==> src/flx_pkg.sv <==
// shared constants, types and timing for the flash host controller
package flx_pkg;

   // ========
   // timing
   localparam int CLK_MHZ = 200;
   localparam int T_AS_NS = 10;
   localparam int T_WP_NS = 50;
   localparam int T_WH_NS = 30;
   localparam int T_ACC_NS = 120;
   localparam int T_GAP_US = 30;
   localparam int T_CLOSE_US = 100;

   // least times round up, never below one cycle
   function automatic int ns2cyc(input int ns);
      int c;
      c = (ns * CLK_MHZ + 999) / 1000;
      return (c < 1) ? 1 : c;
   endfunction : ns2cyc

   localparam int C_AS = ns2cyc(T_AS_NS);
   localparam int C_WP = ns2cyc(T_WP_NS);
   localparam int C_WH = ns2cyc(T_WH_NS);
   localparam int C_ACC = ns2cyc(T_ACC_NS);
   localparam int C_GAP = T_GAP_US * CLK_MHZ;
   localparam int C_CLOSE = T_CLOSE_US * CLK_MHZ;

   // ========
   // device command set
   localparam logic [14:0] ADDR_UNLOCK_A = 15'h5555;
   localparam logic [14:0] ADDR_UNLOCK_B = 15'h2AAA;
   localparam logic [7:0] CODE_UNLOCK_A = 8'hAA;
   localparam logic [7:0] CODE_UNLOCK_B = 8'h55;
   localparam logic [7:0] CODE_READ_RESET = 8'hF0;
   localparam logic [7:0] CODE_PROGRAM = 8'hA0;
   localparam logic [7:0] CODE_ERASE_SETUP = 8'h80;
   localparam logic [7:0] CODE_CHIP_ERASE = 8'h10;
   localparam logic [7:0] CODE_SECTOR_ERASE = 8'h30;
   localparam logic [7:0] CODE_SUSPEND = 8'hB0;
   localparam logic [7:0] CODE_RESUME = 8'hD0;
   localparam logic [7:0] CODE_READ_STATUS = 8'h70;

   // ========
   // host register map
   localparam logic [7:0] REG_CMD = 8'h00;
   localparam logic [7:0] REG_ADDR = 8'h04;
   localparam logic [7:0] REG_WDATA = 8'h08;
   localparam logic [7:0] REG_RDATA = 8'h0C;
   localparam logic [7:0] REG_CFG = 8'h10;
   localparam logic [7:0] REG_STATUS = 8'h14;
   localparam int CFG_BYTE_BIT = 0;
   localparam int CFG_PWD_BIT = 1;
   localparam logic [1:0] CFG_RESET = 2'h0;
   localparam int ST_BUSY_BIT = 0;
   localparam int ST_LOADING_BIT = 1;
   localparam int ST_REFUSED_BIT = 2;
   localparam int ST_LATE_BIT = 3;
   localparam logic [1:0] RESP_OKAY = 2'h0;
   localparam logic [1:0] RESP_SLVERR = 2'h2;

   // ========
   // types
   typedef enum logic [3:0] {
      OP_READ_RESET, OP_PROGRAM, OP_LOAD, OP_CHIP_ERASE,
      OP_SECTOR_ERASE, OP_SUSPEND, OP_RESUME, OP_READ_STATUS, OP_READ
   } flx_op_e;

   typedef struct packed {
      logic rd;
      logic last;
      logic [18:0] addr;
      logic lsb;
      logic [15:0] data;
   } flx_step_s;

endpackage : flx_pkg

==> src/flx_cyc_if.sv <==
// one flash bus cycle: request from sequencer, answer from pin engine
`timescale 1ns/1ps
interface flx_cyc_if;
   logic req;
   logic rd;
   logic byte_mode;
   logic [18:0] addr;
   logic lsb;
   logic [15:0] data;
   logic done;
   logic [15:0] rdata;

   modport ctl (output req, rd, byte_mode, addr, lsb, data,
                input done, rdata);
   modport eng (input req, rd, byte_mode, addr, lsb, data,
                output done, rdata);
endinterface : flx_cyc_if

==> src/flx_cycle.sv <==
// pin engine: one strobed write or read cycle on the flash pins
`timescale 1ns/1ps
module flx_cycle
   import flx_pkg::*;
(
   input wire logic clock,
   input wire logic rst,
   flx_cyc_if.eng cyc,
   output logic [18:0] flash_addr,
   input wire logic [15:0] flash_dq_i,
   output logic [15:0] flash_dq_o,
   output logic [15:0] flash_dq_oe,
   output logic flash_ce_n,
   output logic flash_we_n,
   output logic flash_oe_n,
   output logic flash_byte_n
);

   typedef enum {C_IDLE, C_SETUP, C_PULSE, C_HOLD, C_READ, C_GAP} flx_cst_e;

   flx_cst_e st_r, st_nxt;
   logic [7:0] cnt_r, cnt_nxt;
   logic [18:0] addr_r, addr_nxt;
   logic [15:0] dqo_r, dqo_nxt, dqoe_r, dqoe_nxt, rdata_r, rdata_nxt;
   logic ce_r, ce_nxt, we_r, we_nxt, oe_r, oe_nxt, byte_r, byte_nxt;
   logic done_r, done_nxt;
   logic [15:0] dq_s1_r, dq_s2_r;

   // ========
   // next values
   always_comb
   begin
      st_nxt = st_r;
      cnt_nxt = (cnt_r != 8'h00) ? 8'(cnt_r - 8'h01) : cnt_r;
      addr_nxt = addr_r;
      dqo_nxt = dqo_r;
      dqoe_nxt = dqoe_r;
      rdata_nxt = rdata_r;
      ce_nxt = ce_r;
      we_nxt = we_r;
      oe_nxt = oe_r;
      byte_nxt = byte_r;
      done_nxt = 1'b0;
      case (st_r)
         C_IDLE:
         begin
            if (cyc.req)
            begin
               addr_nxt = cyc.addr;
               byte_nxt = cyc.byte_mode;
               ce_nxt = 1'b0;
               // byte mode: dq15 carries the lowest address bit
               dqo_nxt = cyc.byte_mode ? {cyc.lsb, 7'h00, cyc.data[7:0]}
                                       : cyc.data;
               if (cyc.rd)
               begin
                  oe_nxt = 1'b0;
                  dqoe_nxt = cyc.byte_mode ? 16'h8000 : 16'h0000;
                  cnt_nxt = 8'(C_ACC + 2);
                  st_nxt = C_READ;
               end
               else
               begin
                  dqoe_nxt = cyc.byte_mode ? 16'h80FF : 16'hFFFF;
                  cnt_nxt = 8'(C_AS - 1);
                  st_nxt = C_SETUP;
               end
            end
         end
         C_SETUP:
            if (cnt_r == 8'h00)
            begin
               we_nxt = 1'b0; // address taken at this later fall
               cnt_nxt = 8'(C_WP - 1);
               st_nxt = C_PULSE;
            end
         C_PULSE:
            if (cnt_r == 8'h00)
            begin
               we_nxt = 1'b1; // data taken at this first rise
               cnt_nxt = 8'(C_WH - 1);
               st_nxt = C_HOLD;
            end
         C_HOLD:
            if (cnt_r == 8'h00)
            begin
               ce_nxt = 1'b1;
               dqoe_nxt = 16'h0000;
               cnt_nxt = 8'(C_WH - 1);
               st_nxt = C_GAP;
            end
         C_READ:
            if (cnt_r == 8'h00)
            begin
               rdata_nxt = byte_r ? {8'h00, dq_s2_r[7:0]} : dq_s2_r;
               // strobes rise so the next read latches anew
               oe_nxt = 1'b1;
               ce_nxt = 1'b1;
               dqoe_nxt = 16'h0000;
               cnt_nxt = 8'(C_WH - 1);
               st_nxt = C_GAP;
            end
         C_GAP:
            if (cnt_r == 8'h00)
            begin
               done_nxt = 1'b1;
               st_nxt = C_IDLE;
            end
         default:
            st_nxt = C_IDLE;
      endcase
   end

   // ========
   // registers
   always_ff @(posedge clock)
   begin
      dq_s1_r <= flash_dq_i;
      dq_s2_r <= dq_s1_r;
      if (rst)
      begin
         st_r <= C_IDLE;
         cnt_r <= 8'h00;
         addr_r <= 19'h00000;
         dqo_r <= 16'h0000;
         dqoe_r <= 16'h0000;
         rdata_r <= 16'h0000;
         ce_r <= 1'b1;
         we_r <= 1'b1;
         oe_r <= 1'b1;
         byte_r <= 1'b0;
         done_r <= 1'b0;
      end
      else
      begin
         st_r <= st_nxt;
         cnt_r <= cnt_nxt;
         addr_r <= addr_nxt;
         dqo_r <= dqo_nxt;
         dqoe_r <= dqoe_nxt;
         rdata_r <= rdata_nxt;
         ce_r <= ce_nxt;
         we_r <= we_nxt;
         oe_r <= oe_nxt;
         byte_r <= byte_nxt;
         done_r <= done_nxt;
      end
   end

   assign cyc.done = done_r;
   assign cyc.rdata = rdata_r;
   assign flash_addr = addr_r;
   assign flash_dq_o = dqo_r;
   assign flash_dq_oe = dqoe_r;
   assign flash_ce_n = ce_r;
   assign flash_we_n = we_r;
   assign flash_oe_n = oe_r;
   assign flash_byte_n = ~byte_r;

endmodule : flx_cycle

==> src/flx_host.sv <==
// flash host controller: axi4-lite registers, command sequencer, pins
// What this block does
// - address at later fall, data at first rise
// - page is A6..A18, held every load
// - next load fall within 30us
// - chip erase is six writes, code 10
// - sector erase six writes, code 30
// - status frozen at fall; toggle per read
// - unlocks AA@5555, 55@2AAA, A0..A14 only
`timescale 1ns/1ps
module flx_host
   import flx_pkg::*;
#(
   parameter int LOAD_GAP_CYC = C_GAP,
   parameter int LOAD_CLOSE_CYC = C_CLOSE
)
(
   input wire logic clock,
   input wire logic rst,
   input wire logic [7:0] s_axi_awaddr,
   input wire logic s_axi_awvalid,
   output logic s_axi_awready,
   input wire logic [31:0] s_axi_wdata,
   input wire logic [3:0] s_axi_wstrb,
   input wire logic s_axi_wvalid,
   output logic s_axi_wready,
   output logic [1:0] s_axi_bresp,
   output logic s_axi_bvalid,
   input wire logic s_axi_bready,
   input wire logic [7:0] s_axi_araddr,
   input wire logic s_axi_arvalid,
   output logic s_axi_arready,
   output logic [31:0] s_axi_rdata,
   output logic [1:0] s_axi_rresp,
   output logic s_axi_rvalid,
   input wire logic s_axi_rready,
   output logic [18:0] flash_addr,
   input wire logic [15:0] flash_dq_i,
   output logic [15:0] flash_dq_o,
   output logic [15:0] flash_dq_oe,
   output logic flash_ce_n,
   output logic flash_we_n,
   output logic flash_oe_n,
   output logic flash_byte_n,
   output logic deep_powerdown_n
);

   // time from launch to load fall plus from load rise to done
   localparam int LOAD_LEAD = C_AS + 2 * C_WH + 2;

   typedef enum {H_IDLE, H_ISSUE, H_WAIT} flx_hst_e;

   // ========
   // helpers
   function automatic logic [31:0] merge32(input logic [31:0] old,
      input logic [31:0] nw, input logic [3:0] strb);
      logic [31:0] m;
      m = {{8{strb[3]}}, {8{strb[2]}}, {8{strb[1]}}, {8{strb[0]}}};
      return (old & ~m) | (nw & m);
   endfunction : merge32

   function automatic flx_step_s seq_step(input flx_op_e op,
      input logic [2:0] idx, input logic [19:0] a, input logic [15:0] d);
      flx_step_s s;
      logic erase;
      erase = (op == OP_CHIP_ERASE) || (op == OP_SECTOR_ERASE);
      s = '0;
      // unlock pair, upper address bits driven zero
      s.addr = {4'h0, (idx == 3'h1 || idx == 3'h4) ? ADDR_UNLOCK_B
                                                   : ADDR_UNLOCK_A};
      s.data = {8'h00, (idx == 3'h1 || idx == 3'h4) ? CODE_UNLOCK_B
                                                    : CODE_UNLOCK_A};
      if (op == OP_LOAD || op == OP_READ)
      begin
         s.rd = (op == OP_READ);
         s.addr = a[19:1];
         s.lsb = a[0];
         s.data = d;
         s.last = 1'b1;
      end
      else if (idx == 3'h2)
      begin
         s.last = !erase; // three-write prefix ends here
         case (op)
            OP_PROGRAM: s.data = {8'h00, CODE_PROGRAM};
            OP_SUSPEND: s.data = {8'h00, CODE_SUSPEND};
            OP_RESUME: s.data = {8'h00, CODE_RESUME};
            OP_READ_STATUS: s.data = {8'h00, CODE_READ_STATUS};
            OP_READ_RESET: s.data = {8'h00, CODE_READ_RESET};
            default: s.data = {8'h00, CODE_ERASE_SETUP};
         endcase
      end
      else if (idx == 3'h5)
      begin
         s.last = 1'b1;
         if (op == OP_SECTOR_ERASE)
         begin
            s.addr = a[19:1]; // A18..A16 name the sector
            s.data = {8'h00, CODE_SECTOR_ERASE};
         end
         else
            s.data = {8'h00, CODE_CHIP_ERASE};
      end
      return s;
   endfunction : seq_step

   // ========
   // state
   flx_cyc_if cyc ();

   flx_hst_e st_r, st_nxt;
   flx_op_e op_r, op_nxt;
   logic [2:0] idx_r, idx_nxt;
   logic aw_held_r, aw_held_nxt, w_held_r, w_held_nxt;
   logic [7:0] awaddr_r, awaddr_nxt;
   logic [31:0] wdata_r, wdata_nxt;
   logic [3:0] wstrb_r, wstrb_nxt;
   logic bvalid_r, bvalid_nxt, rvalid_r, rvalid_nxt;
   logic [1:0] bresp_r, bresp_nxt, rresp_r, rresp_nxt;
   logic [31:0] ardata_r, ardata_nxt;
   logic [19:0] addr_r, addr_nxt;
   logic [15:0] wreg_r, wreg_nxt, rreg_r, rreg_nxt;
   logic [1:0] cfg_r, cfg_nxt;
   logic refused_r, refused_nxt, late_r, late_nxt;
   logic loading_r, loading_nxt, loaded_r, loaded_nxt, bytem_r, bytem_nxt;
   logic [12:0] page_r, page_nxt;
   logic [15:0] gap_r, gap_nxt;
   logic [7:0] wa;
   logic [31:0] wd, w32, st32;
   logic [3:0] ws;
   logic wr_go;
   flx_op_e wop;
   flx_step_s step;

   assign step = seq_step(op_r, idx_r, addr_r, wreg_r);
   assign st32 = {28'h0000000, late_r, refused_r, loading_r,
                  st_r != H_IDLE};

   // ========
   // next values
   always_comb
   begin
      st_nxt = st_r;
      op_nxt = op_r;
      idx_nxt = idx_r;
      aw_held_nxt = aw_held_r;
      w_held_nxt = w_held_r;
      awaddr_nxt = awaddr_r;
      wdata_nxt = wdata_r;
      wstrb_nxt = wstrb_r;
      bvalid_nxt = bvalid_r && !s_axi_bready;
      bresp_nxt = bresp_r;
      rvalid_nxt = rvalid_r && !s_axi_rready;
      rresp_nxt = rresp_r;
      ardata_nxt = ardata_r;
      addr_nxt = addr_r;
      wreg_nxt = wreg_r;
      rreg_nxt = rreg_r;
      cfg_nxt = cfg_r;
      refused_nxt = refused_r;
      late_nxt = late_r;
      loading_nxt = loading_r;
      loaded_nxt = loaded_r;
      bytem_nxt = bytem_r;
      page_nxt = page_r;
      gap_nxt = (gap_r != 16'hFFFF) ? 16'(gap_r + 16'h0001) : gap_r;
      // load period closes by itself once the device timer expires
      if (loading_r && int'(gap_r) >= LOAD_CLOSE_CYC - 1)
         loading_nxt = 1'b0;
      if (s_axi_awvalid && s_axi_awready)
      begin
         aw_held_nxt = 1'b1;
         awaddr_nxt = s_axi_awaddr;
      end
      if (s_axi_wvalid && s_axi_wready)
      begin
         w_held_nxt = 1'b1;
         wdata_nxt = s_axi_wdata;
         wstrb_nxt = s_axi_wstrb;
      end
      wa = aw_held_r ? awaddr_r : s_axi_awaddr;
      wd = w_held_r ? wdata_r : s_axi_wdata;
      ws = w_held_r ? wstrb_r : s_axi_wstrb;
      wop = flx_op_e'(wd[3:0]);
      w32 = 32'h00000000;
      wr_go = (aw_held_r || (s_axi_awvalid && s_axi_awready)) &&
              (w_held_r || (s_axi_wvalid && s_axi_wready));
      // sequencer
      case (st_r)
         H_ISSUE:
            st_nxt = H_WAIT;
         H_WAIT:
            if (cyc.done)
            begin
               if (step.rd)
                  rreg_nxt = cyc.rdata;
               if (step.last)
               begin
                  st_nxt = H_IDLE;
                  if (op_r == OP_PROGRAM)
                  begin
                     loading_nxt = 1'b1;
                     loaded_nxt = 1'b0;
                     gap_nxt = 16'h0000;
                  end
                  if (op_r == OP_LOAD)
                  begin
                     loaded_nxt = 1'b1;
                     page_nxt = addr_r[19:7];
                     gap_nxt = 16'h0000; // timed from the load's done, after its hold and gap
                  end
               end
               else
               begin
                  idx_nxt = 3'(idx_r + 3'h1);
                  st_nxt = H_ISSUE;
               end
            end
         default:
            st_nxt = H_IDLE;
      endcase
      // register writes; a clear here wins over a hardware set above
      if (wr_go)
      begin
         aw_held_nxt = 1'b0;
         w_held_nxt = 1'b0;
         bvalid_nxt = 1'b1;
         bresp_nxt = RESP_OKAY;
         case ({wa[7:2], 2'b00})
            REG_ADDR:
            begin
               w32 = merge32({12'h000, addr_r}, wd, ws);
               addr_nxt = w32[19:0];
            end
            REG_WDATA:
            begin
               w32 = merge32({16'h0000, wreg_r}, wd, ws);
               wreg_nxt = w32[15:0];
            end
            REG_CFG:
            begin
               w32 = merge32({30'h00000000, cfg_r}, wd, ws);
               cfg_nxt = w32[1:0];
            end
            REG_STATUS:
            begin
               w32 = merge32(32'h00000000, wd, ws);
               if (w32[ST_REFUSED_BIT])
                  refused_nxt = 1'b0;
               if (w32[ST_LATE_BIT])
                  late_nxt = 1'b0;
            end
            REG_RDATA: ;
            REG_CMD:
               if (ws[0])
               begin
                  if (st_r != H_IDLE || cfg_r[CFG_PWD_BIT] ||
                      wd[3:0] > 4'(OP_READ))
                     refused_nxt = 1'b1; // no commands in power-down
                  else if (wop == OP_LOAD &&
                           (!loading_r ||
                            int'(gap_r) + LOAD_LEAD >= LOAD_GAP_CYC))
                  begin
                     refused_nxt = 1'b1; // too late for the window
                     late_nxt = 1'b1;
                  end
                  else if (wop == OP_LOAD && loaded_r &&
                           addr_r[19:7] != page_r)
                     refused_nxt = 1'b1; // page must stay fixed
                  else
                  begin
                     op_nxt = wop;
                     idx_nxt = 3'h0;
                     st_nxt = H_ISSUE;
                     if (wop != OP_LOAD)
                     begin
                        loading_nxt = 1'b0;
                        // width held for the whole operation
                        bytem_nxt = cfg_r[CFG_BYTE_BIT];
                     end
                  end
               end
            default:
               bresp_nxt = RESP_SLVERR;
         endcase
      end
      // register reads
      if (s_axi_arvalid && s_axi_arready)
      begin
         rvalid_nxt = 1'b1;
         rresp_nxt = RESP_OKAY;
         case ({s_axi_araddr[7:2], 2'b00})
            REG_CMD: ardata_nxt = {28'h0000000, op_r};
            REG_ADDR: ardata_nxt = {12'h000, addr_r};
            REG_WDATA: ardata_nxt = {16'h0000, wreg_r};
            REG_RDATA: ardata_nxt = {16'h0000, rreg_r};
            REG_CFG: ardata_nxt = {30'h00000000, cfg_r};
            REG_STATUS: ardata_nxt = st32;
            default:
            begin
               ardata_nxt = 32'h00000000;
               rresp_nxt = RESP_SLVERR;
            end
         endcase
      end
   end

   // ========
   // registers
   always_ff @(posedge clock)
   begin
      if (rst)
      begin
         st_r <= H_IDLE;
         op_r <= OP_READ_RESET;
         idx_r <= 3'h0;
         aw_held_r <= 1'b0;
         w_held_r <= 1'b0;
         awaddr_r <= 8'h00;
         wdata_r <= 32'h00000000;
         wstrb_r <= 4'h0;
         bvalid_r <= 1'b0;
         bresp_r <= RESP_OKAY;
         rvalid_r <= 1'b0;
         rresp_r <= RESP_OKAY;
         ardata_r <= 32'h00000000;
         addr_r <= 20'h00000;
         wreg_r <= 16'h0000;
         rreg_r <= 16'h0000;
         cfg_r <= CFG_RESET;
         refused_r <= 1'b0;
         late_r <= 1'b0;
         loading_r <= 1'b0;
         loaded_r <= 1'b0;
         bytem_r <= 1'b0;
         page_r <= 13'h0000;
         gap_r <= 16'h0000;
      end
      else
      begin
         st_r <= st_nxt;
         op_r <= op_nxt;
         idx_r <= idx_nxt;
         aw_held_r <= aw_held_nxt;
         w_held_r <= w_held_nxt;
         awaddr_r <= awaddr_nxt;
         wdata_r <= wdata_nxt;
         wstrb_r <= wstrb_nxt;
         bvalid_r <= bvalid_nxt;
         bresp_r <= bresp_nxt;
         rvalid_r <= rvalid_nxt;
         rresp_r <= rresp_nxt;
         ardata_r <= ardata_nxt;
         addr_r <= addr_nxt;
         wreg_r <= wreg_nxt;
         rreg_r <= rreg_nxt;
         cfg_r <= cfg_nxt;
         refused_r <= refused_nxt;
         late_r <= late_nxt;
         loading_r <= loading_nxt;
         loaded_r <= loaded_nxt;
         bytem_r <= bytem_nxt;
         page_r <= page_nxt;
         gap_r <= gap_nxt;
      end
   end

   // ========
   // outputs and pin engine
   assign s_axi_awready = !aw_held_r && !bvalid_r;
   assign s_axi_wready = !w_held_r && !bvalid_r;
   assign s_axi_bvalid = bvalid_r;
   assign s_axi_bresp = bresp_r;
   assign s_axi_arready = !rvalid_r;
   assign s_axi_rvalid = rvalid_r;
   assign s_axi_rresp = rresp_r;
   assign s_axi_rdata = ardata_r;
   assign deep_powerdown_n = ~cfg_r[CFG_PWD_BIT];

   assign cyc.req = (st_r == H_ISSUE);
   assign cyc.rd = step.rd;
   assign cyc.byte_mode = bytem_r;
   assign cyc.addr = step.addr;
   assign cyc.lsb = step.lsb;
   assign cyc.data = step.data;

   flx_cycle i_flx_cycle (
      .clock(clock),
      .rst(rst),
      .cyc(cyc),
      .flash_addr(flash_addr),
      .flash_dq_i(flash_dq_i),
      .flash_dq_o(flash_dq_o),
      .flash_dq_oe(flash_dq_oe),
      .flash_ce_n(flash_ce_n),
      .flash_we_n(flash_we_n),
      .flash_oe_n(flash_oe_n),
      .flash_byte_n(flash_byte_n)
   );

endmodule : flx_host

==> config.mk <==
export PLATFORM = sky130hd
export DESIGN_NAME = flx_host
export DESIGN_NICKNAME = d
export VERILOG_FILES = /design/src/flx_pkg.sv /design/src/flx_cyc_if.sv /design/src/flx_cycle.sv /design/src/flx_host.sv
export SDC_FILE = /design/constraint.sdc
export NUM_CORES = 1
export LEC_CHECK = 0
export BUFFER_PORTS_ARGS = -buffer_cell sky130_fd_sc_hd__buf_4
export CAP_MARGIN = 20
export CORE_MARGIN = 5
export CORE_UTILIZATION = 55
export DETAILED_ROUTE_END_ITERATION = 7
export PLACE_DENSITY = 0.77
export SLEW_MARGIN = 20
export SYNTH_ARGS = -nofsm -noshare
export SYNTH_HDL_FRONTEND = slang
export SYNTH_HIERARCHICAL = 1
export SYNTH_SLANG_ARGS = --single-unit
==> constraint.sdc <==
create_clock -name clock -period 6.35 [get_ports clock]
set_input_delay 0.9525 -clock clock [delete_from_list [all_inputs] [get_ports clock]]
set_output_delay 0.9525 -clock clock [all_outputs]
set_load 0.02 [all_outputs]
# Word level (Yosys, flattened, before mapping)

Cells that the tools add are included.

Register bits: 342
Bits in latches: 0
Bits in writable memories: 0
Bits in read-only memories: 0
Bits of input ports: 75
Logic and storage cells: 268
Memories kept: 0

$add $sub $neg: 4
$mul: 0
Div/mod/pow operators: 0
Magnitude comparators: 3
Equal/unequal tests: 47
Shifts and indexed selects: 0
Muxes and demuxes: 101
Bitwise gates (word level): 14
Reduce and logical (&&, ||, !) cells: 62

Operator list:

| kind                | number |
|---|---|
| $mux 32             | 12 |
| $mux 16             | 15 |
| $pmux 32 s5         | 1 |
| $eq 32x2->1 const B | 4 |
| $pmux 20 s6         | 1 |
| $eq 32x1->1 const B | 2 |
| $eq 32x3->1 const B | 2 |
| $pmux 32 s2         | 1 |
| $mux 20             | 3 |
| $mux 8              | 6 |
| $and 20x20->20      | 2 |
| $pmux 8 s5          | 1 |
| $mux 19             | 2 |
| $mux 1              | 35 |
| $mux 3              | 11 |
| $logic_not 32->1    | 1 |
| $pmux 16 s2         | 1 |
| $reduce_bool 32->1  | 1 |
| $mux 15             | 2 |
| $eq 6x2->1 const B  | 4 |
| $eq 6x3->1 const B  | 4 |
| $pmux 8 s3          | 1 |
| $not 20->20         | 1 |
| $or 20x20->20       | 1 |
| other kinds (47)    | 117 |

# Depth between registers and ports, before layout

Depth in word-level cells: 17
Gate-level depth with buffers: 10
Mapped depth without buffers: 10

# Modules after synthesis

Netlist, hierarchy kept.

Modules (own cells, without submodules):

| module    | instances | cells an instance | area an instance (µm²) | seq. area each (µm²) |
|---|---|---|---|---|
| flx_host  | 1         | 952               | 8420.6                 | 3643.5 |
| flx_cycle | 1         | 389               | 3562.2                 | 2042.0 |

# Worst setup path before layout

No wires, ideal clock.

Path kind: input to register
From: in s_axi_awaddr[5]
To: reg idx_r[0]
Library setup time: 132 ps
Arrival time: 2558 ps
Slack: 3660 ps
Stages on the path: 7
Buffers on the path: 1
Cells stage by stage: or4_1 o22ai_2 nor3b_2 nand3_2 buf_6 nor4_2 nor4_1

Longest elaborated chain between the ends: 4

RTL lines:

| item                   | line            | source |
|---|---|---|
| start: declaration     | flx_host.sv:20  | `input wire logic [7:0] s_axi_awaddr,` |
| $mux 8                 | flx_host.sv:181 | `wa = aw_held_r ? awaddr_r : s_axi_awaddr;` |
| $logic_not 6->1        | flx_host.sv:229 | `case ({wa[7:2], 2'b00})` |
| $mux 3                 | flx_host.sv:229 |  |
| $mux 3                 | flx_host.sv:223 | `if (wr_go)` |
| end signal: assignment | flx_host.sv:343 | `idx_r <= idx_nxt;` |
| end: declaration       | flx_host.sv:113 | `logic [2:0] idx_r, idx_nxt;` |

No other way between the ends.
A chain may end at the register's enable or synchronous reset.

# Final worst setup path

From: reg idx_r[0]
To: reg gap_r[2]

Longest elaborated chain between the ends: 7

RTL lines:

| item                   | line            | source |
|---|---|---|
| $eq 3x3->1             | flx_host.sv:93  | `else if (idx == 3'h5)` |
| $mux 20                | flx_host.sv:93  |  |
| $mux 1 *               | flx_host.sv:81  | `else if (idx == 3'h2)` |
| $mux 20 *              | flx_host.sv:73  | `if (op == OP_LOAD \|\| op == OP_READ)` |
| $mux 16 *              | flx_host.sv:197 | `if (step.last)` |
| $mux 16 *              | flx_host.sv:193 | `if (cyc.done)` |
| $mux 16 *              | flx_host.sv:189 | `case (st_r)` |
| end signal: assignment | flx_host.sv:364 | `gap_r <= gap_nxt;` |
| end: declaration       | flx_host.sv:127 | `logic [15:0] gap_r, gap_nxt;` |

Mark *: on every way between the ends. The rest lies on a longest branch, timed or not.

==> flow_summary.yaml <==
outcome:
  outcome: "complete, no violations"
floorplanning:
  rows: 54
  start_util_pct: 55.4
  design.die.area_mm2: 0.0248
  io_pins: 172
  core_mm2: 0.0216
  die-height_um: 158
  die_x_um: 158
yosys:
  syn_area_mm2: 0.0120
  netlist_instances: 1341
  synth_top_cell_area_share_pct: 47.4
  synth_flop_cell: "dfxtp_1"
  yosysMostFrequentCell: "dfxtp_1"
  synth_top_area_cell: "dfxtp_1"
  synth_edf_count: 0
  ys_seq_area_share_pct: 47.4
  yosys_register_bits: 284
  yosysWarnings: 6
  avgSynthCellArea_um2: 8.94
  synth_commonest_cells: "dfxtp_1 (284), nand2_1 (198), nor2_1 (144)"
  synth_cell_types: 82
  synthTopCellsByArea: "dfxtp_1 (47%), mux2i_1 (7.8%), nand2_1 (6.2%)"
  synthArstFlopShare_pct: 0
setup_path:
  path_buf_inv: 1
  crit_path_start_kind: "register"
  setup.worst_path.start: "idx_r[0]"
  slowest_delay_ns: 0.76
  path_cells: "inv_1 -> ha_1 -> nor2b_1 -> nor2_1 -> o31ai_2 -> nand4_2 -> nand3_1 -> nor2_1"
  crit_top_cell: "nor2_1"
  path_class: "register to register"
  arrival_ns: 3.56
  end_kind: "register"
  crit_required_ns: 6.74
  crit_slowest_cell: "nand3_1"
  crit_family: "simple AND/OR/NAND/NOR gates"
  critPathMaxFanout: 16
  reg2reg_from: "idx_r[0]"
clocking:
  clkLatencyLatePin_ns: 0.53
  clock_path_buffers: 3
  cts_setup_buffers: 0
  cts_resized: 0
  cts_hold_buf: 0
  clkSinkCount: 284
  cts_root_buf: "clkbuf_16"
  numCtsBuffers: 28
  cts_tree: "built"
  clkTransAtPathRegs_ns: 0.07
  htree_levels: 1
sta:
  setup_violations: 0
  maxSlewHeadroom_pct: 30.8
  finalClockSkew_ns: 0.0122
  max_freq_mhz: 316
  finalSetupTns_ns: 0
  rsz0062_at_grt: "no"
  period_share_pct: 49.9
  slew_violations: 0
  holdWs_ns: 0.325
  tightest_slew_ns: 1.03
  post-route-min-period_ns: 3.17
  finalHoldViolations: 0
power:
  cellLeakagePower_nw: 5.80
  p_total_mw: 3.93
  power_density_mw_per_mm2: 281
  vdd_drop_max_mv: 0.206
final_layout:
  nNetsFinal: 1539
  area_growth_pct: 16.6
  final_util_pct: 64.6
  final_area_mm2: 0.0140
  drive_above_1_share_pct: 16.0
  diodes: 0
hold_path:
  hp-class: "register to register"
  hp-start: "i_flx_cycle/dq_s1_r[7]"
drt:
  final_antenna_net_count: 0
  drc: 0
  via_count: 9696
  wl_per_cell_um: 17.0
  routed_wl_um: 29700
  drtIter0Drc: 859
  via_per_inst: 5.54
  first_pass_iters: 6
placement:
  dpl_cell_area_mm2: 0.0131
  globalplace.congestion: 0.935
  dp.final_hpwl_um: 21100
  io_buffers: 140
grt:
  grt_pass1_wl_um: 46500
  grt_max_degree: 117
  antenna_found_initial: 0
  grt_pass1_vias: 9130
  overflow: 0
  track_usage_pct: 23.0
run:
  drv_cap: 0
==> stage by stage <==
stage | worst slack, ns | instances
floorplan | 3.66 | 1384
global placement | 3.15 | 1702
detailed placement | 3.16 | 1702
CTS | 3.17 | 1751
global route | 2.90 | 1751
finish | 3.18 | 1751
==> final timing paths <==
kind	slack, ns	cells past startpoint	to
hold reg to reg	0.32	0	i_flx_cycle/dq_s2_r[7]
setup / recovery	3.18	8	gap_r[2]
setup reg to reg	3.18	8	gap_r[2]
hold / removal	0.32	0	i_flx_cycle/dq_s2_r[7]
==> power by group <==
part | switching [mW] | internal [mW] | leakage, nW
combinational | 0.240 | 0.181 | 3.02
sequential | 0.0509 | 1.85 | 2.32
clock | 0.649 | 0.963 | 0.456
==> worst register-to-register path, delay by kind of cell, from the launching register on <==
kind,cells,cell delay (ns)
simple gates,5,2.03
compound gates,1,0.35
flops,1,0.33
fa+ha+maj,1,0.20
buf+inv,1,0.12
==> cell families (layout without fill, tap and decap cells) <==
family | count (synthesis) | after routing | share of synthesized area, %
DFF | 284 | 284 | 47.4
adders and majority gates | 12 | 12 | 1.25
buffers and inverters | 144 | 231 | 5.77
xor gates and xnor gates | 39 | 39 | 2.85
muxes | 118 | 118 | 10.2
and+or+nand+nor | 507 | 507 | 20.3
other | 1 | 44 | 0.0313
AOI/OAI and AO/OA | 236 | 236 | 12.2
==> cell type report <==
cell class,count,area (um2)
fill,1813,7650
multi-input combinational,956,5790
sequential,284,5690
timing repair buffer,147,1110
clock buffer,43,858
tap,280,350
inverter,35,131
clock inverter,6,55.1
==> routing by layer <==
layer  GRT usage [%]  wire [um]
met5               0          0
met4            7.46        865
met3            3.12       1910
met2            39.6      14600
met1            30.1      12300
==> cell usage in the layout (no fill, tap or decap), drive strengths merged, types with 4 or more instances in the layout <==
| master | instances |
|---|---|
| mux2 | 25 |
| o21a | 5 |
| nand4 | 9 |
| nor3b | 8 |
| mux2i | 93 |
| clkbuf | 43 |
| dfxtp | 284 |
| a31oi | 4 |
| o211ai | 4 |
| and3 | 13 |
| ha | 12 |
| xor2 | 20 |
| inv | 34 |
| nor2b | 14 |
| conb | 44 |
| nor4b | 5 |
| o21ai | 31 |
| nor4 | 17 |
| nand3 | 31 |
| a22oi | 18 |
| nor2 | 145 |
| o311ai | 4 |
| and2 | 10 |
| o31ai | 5 |
| nor3 | 21 |
| nand2 | 199 |
| a211oi | 18 |
| xnor2 | 19 |
| buf | 147 |
| nand2b | 5 |
| a21boi | 4 |
| clkinv | 6 |
| a21oi | 114 |
| nand3b | 11 |
No activity file was read; power rests on OpenSTA's default activity.
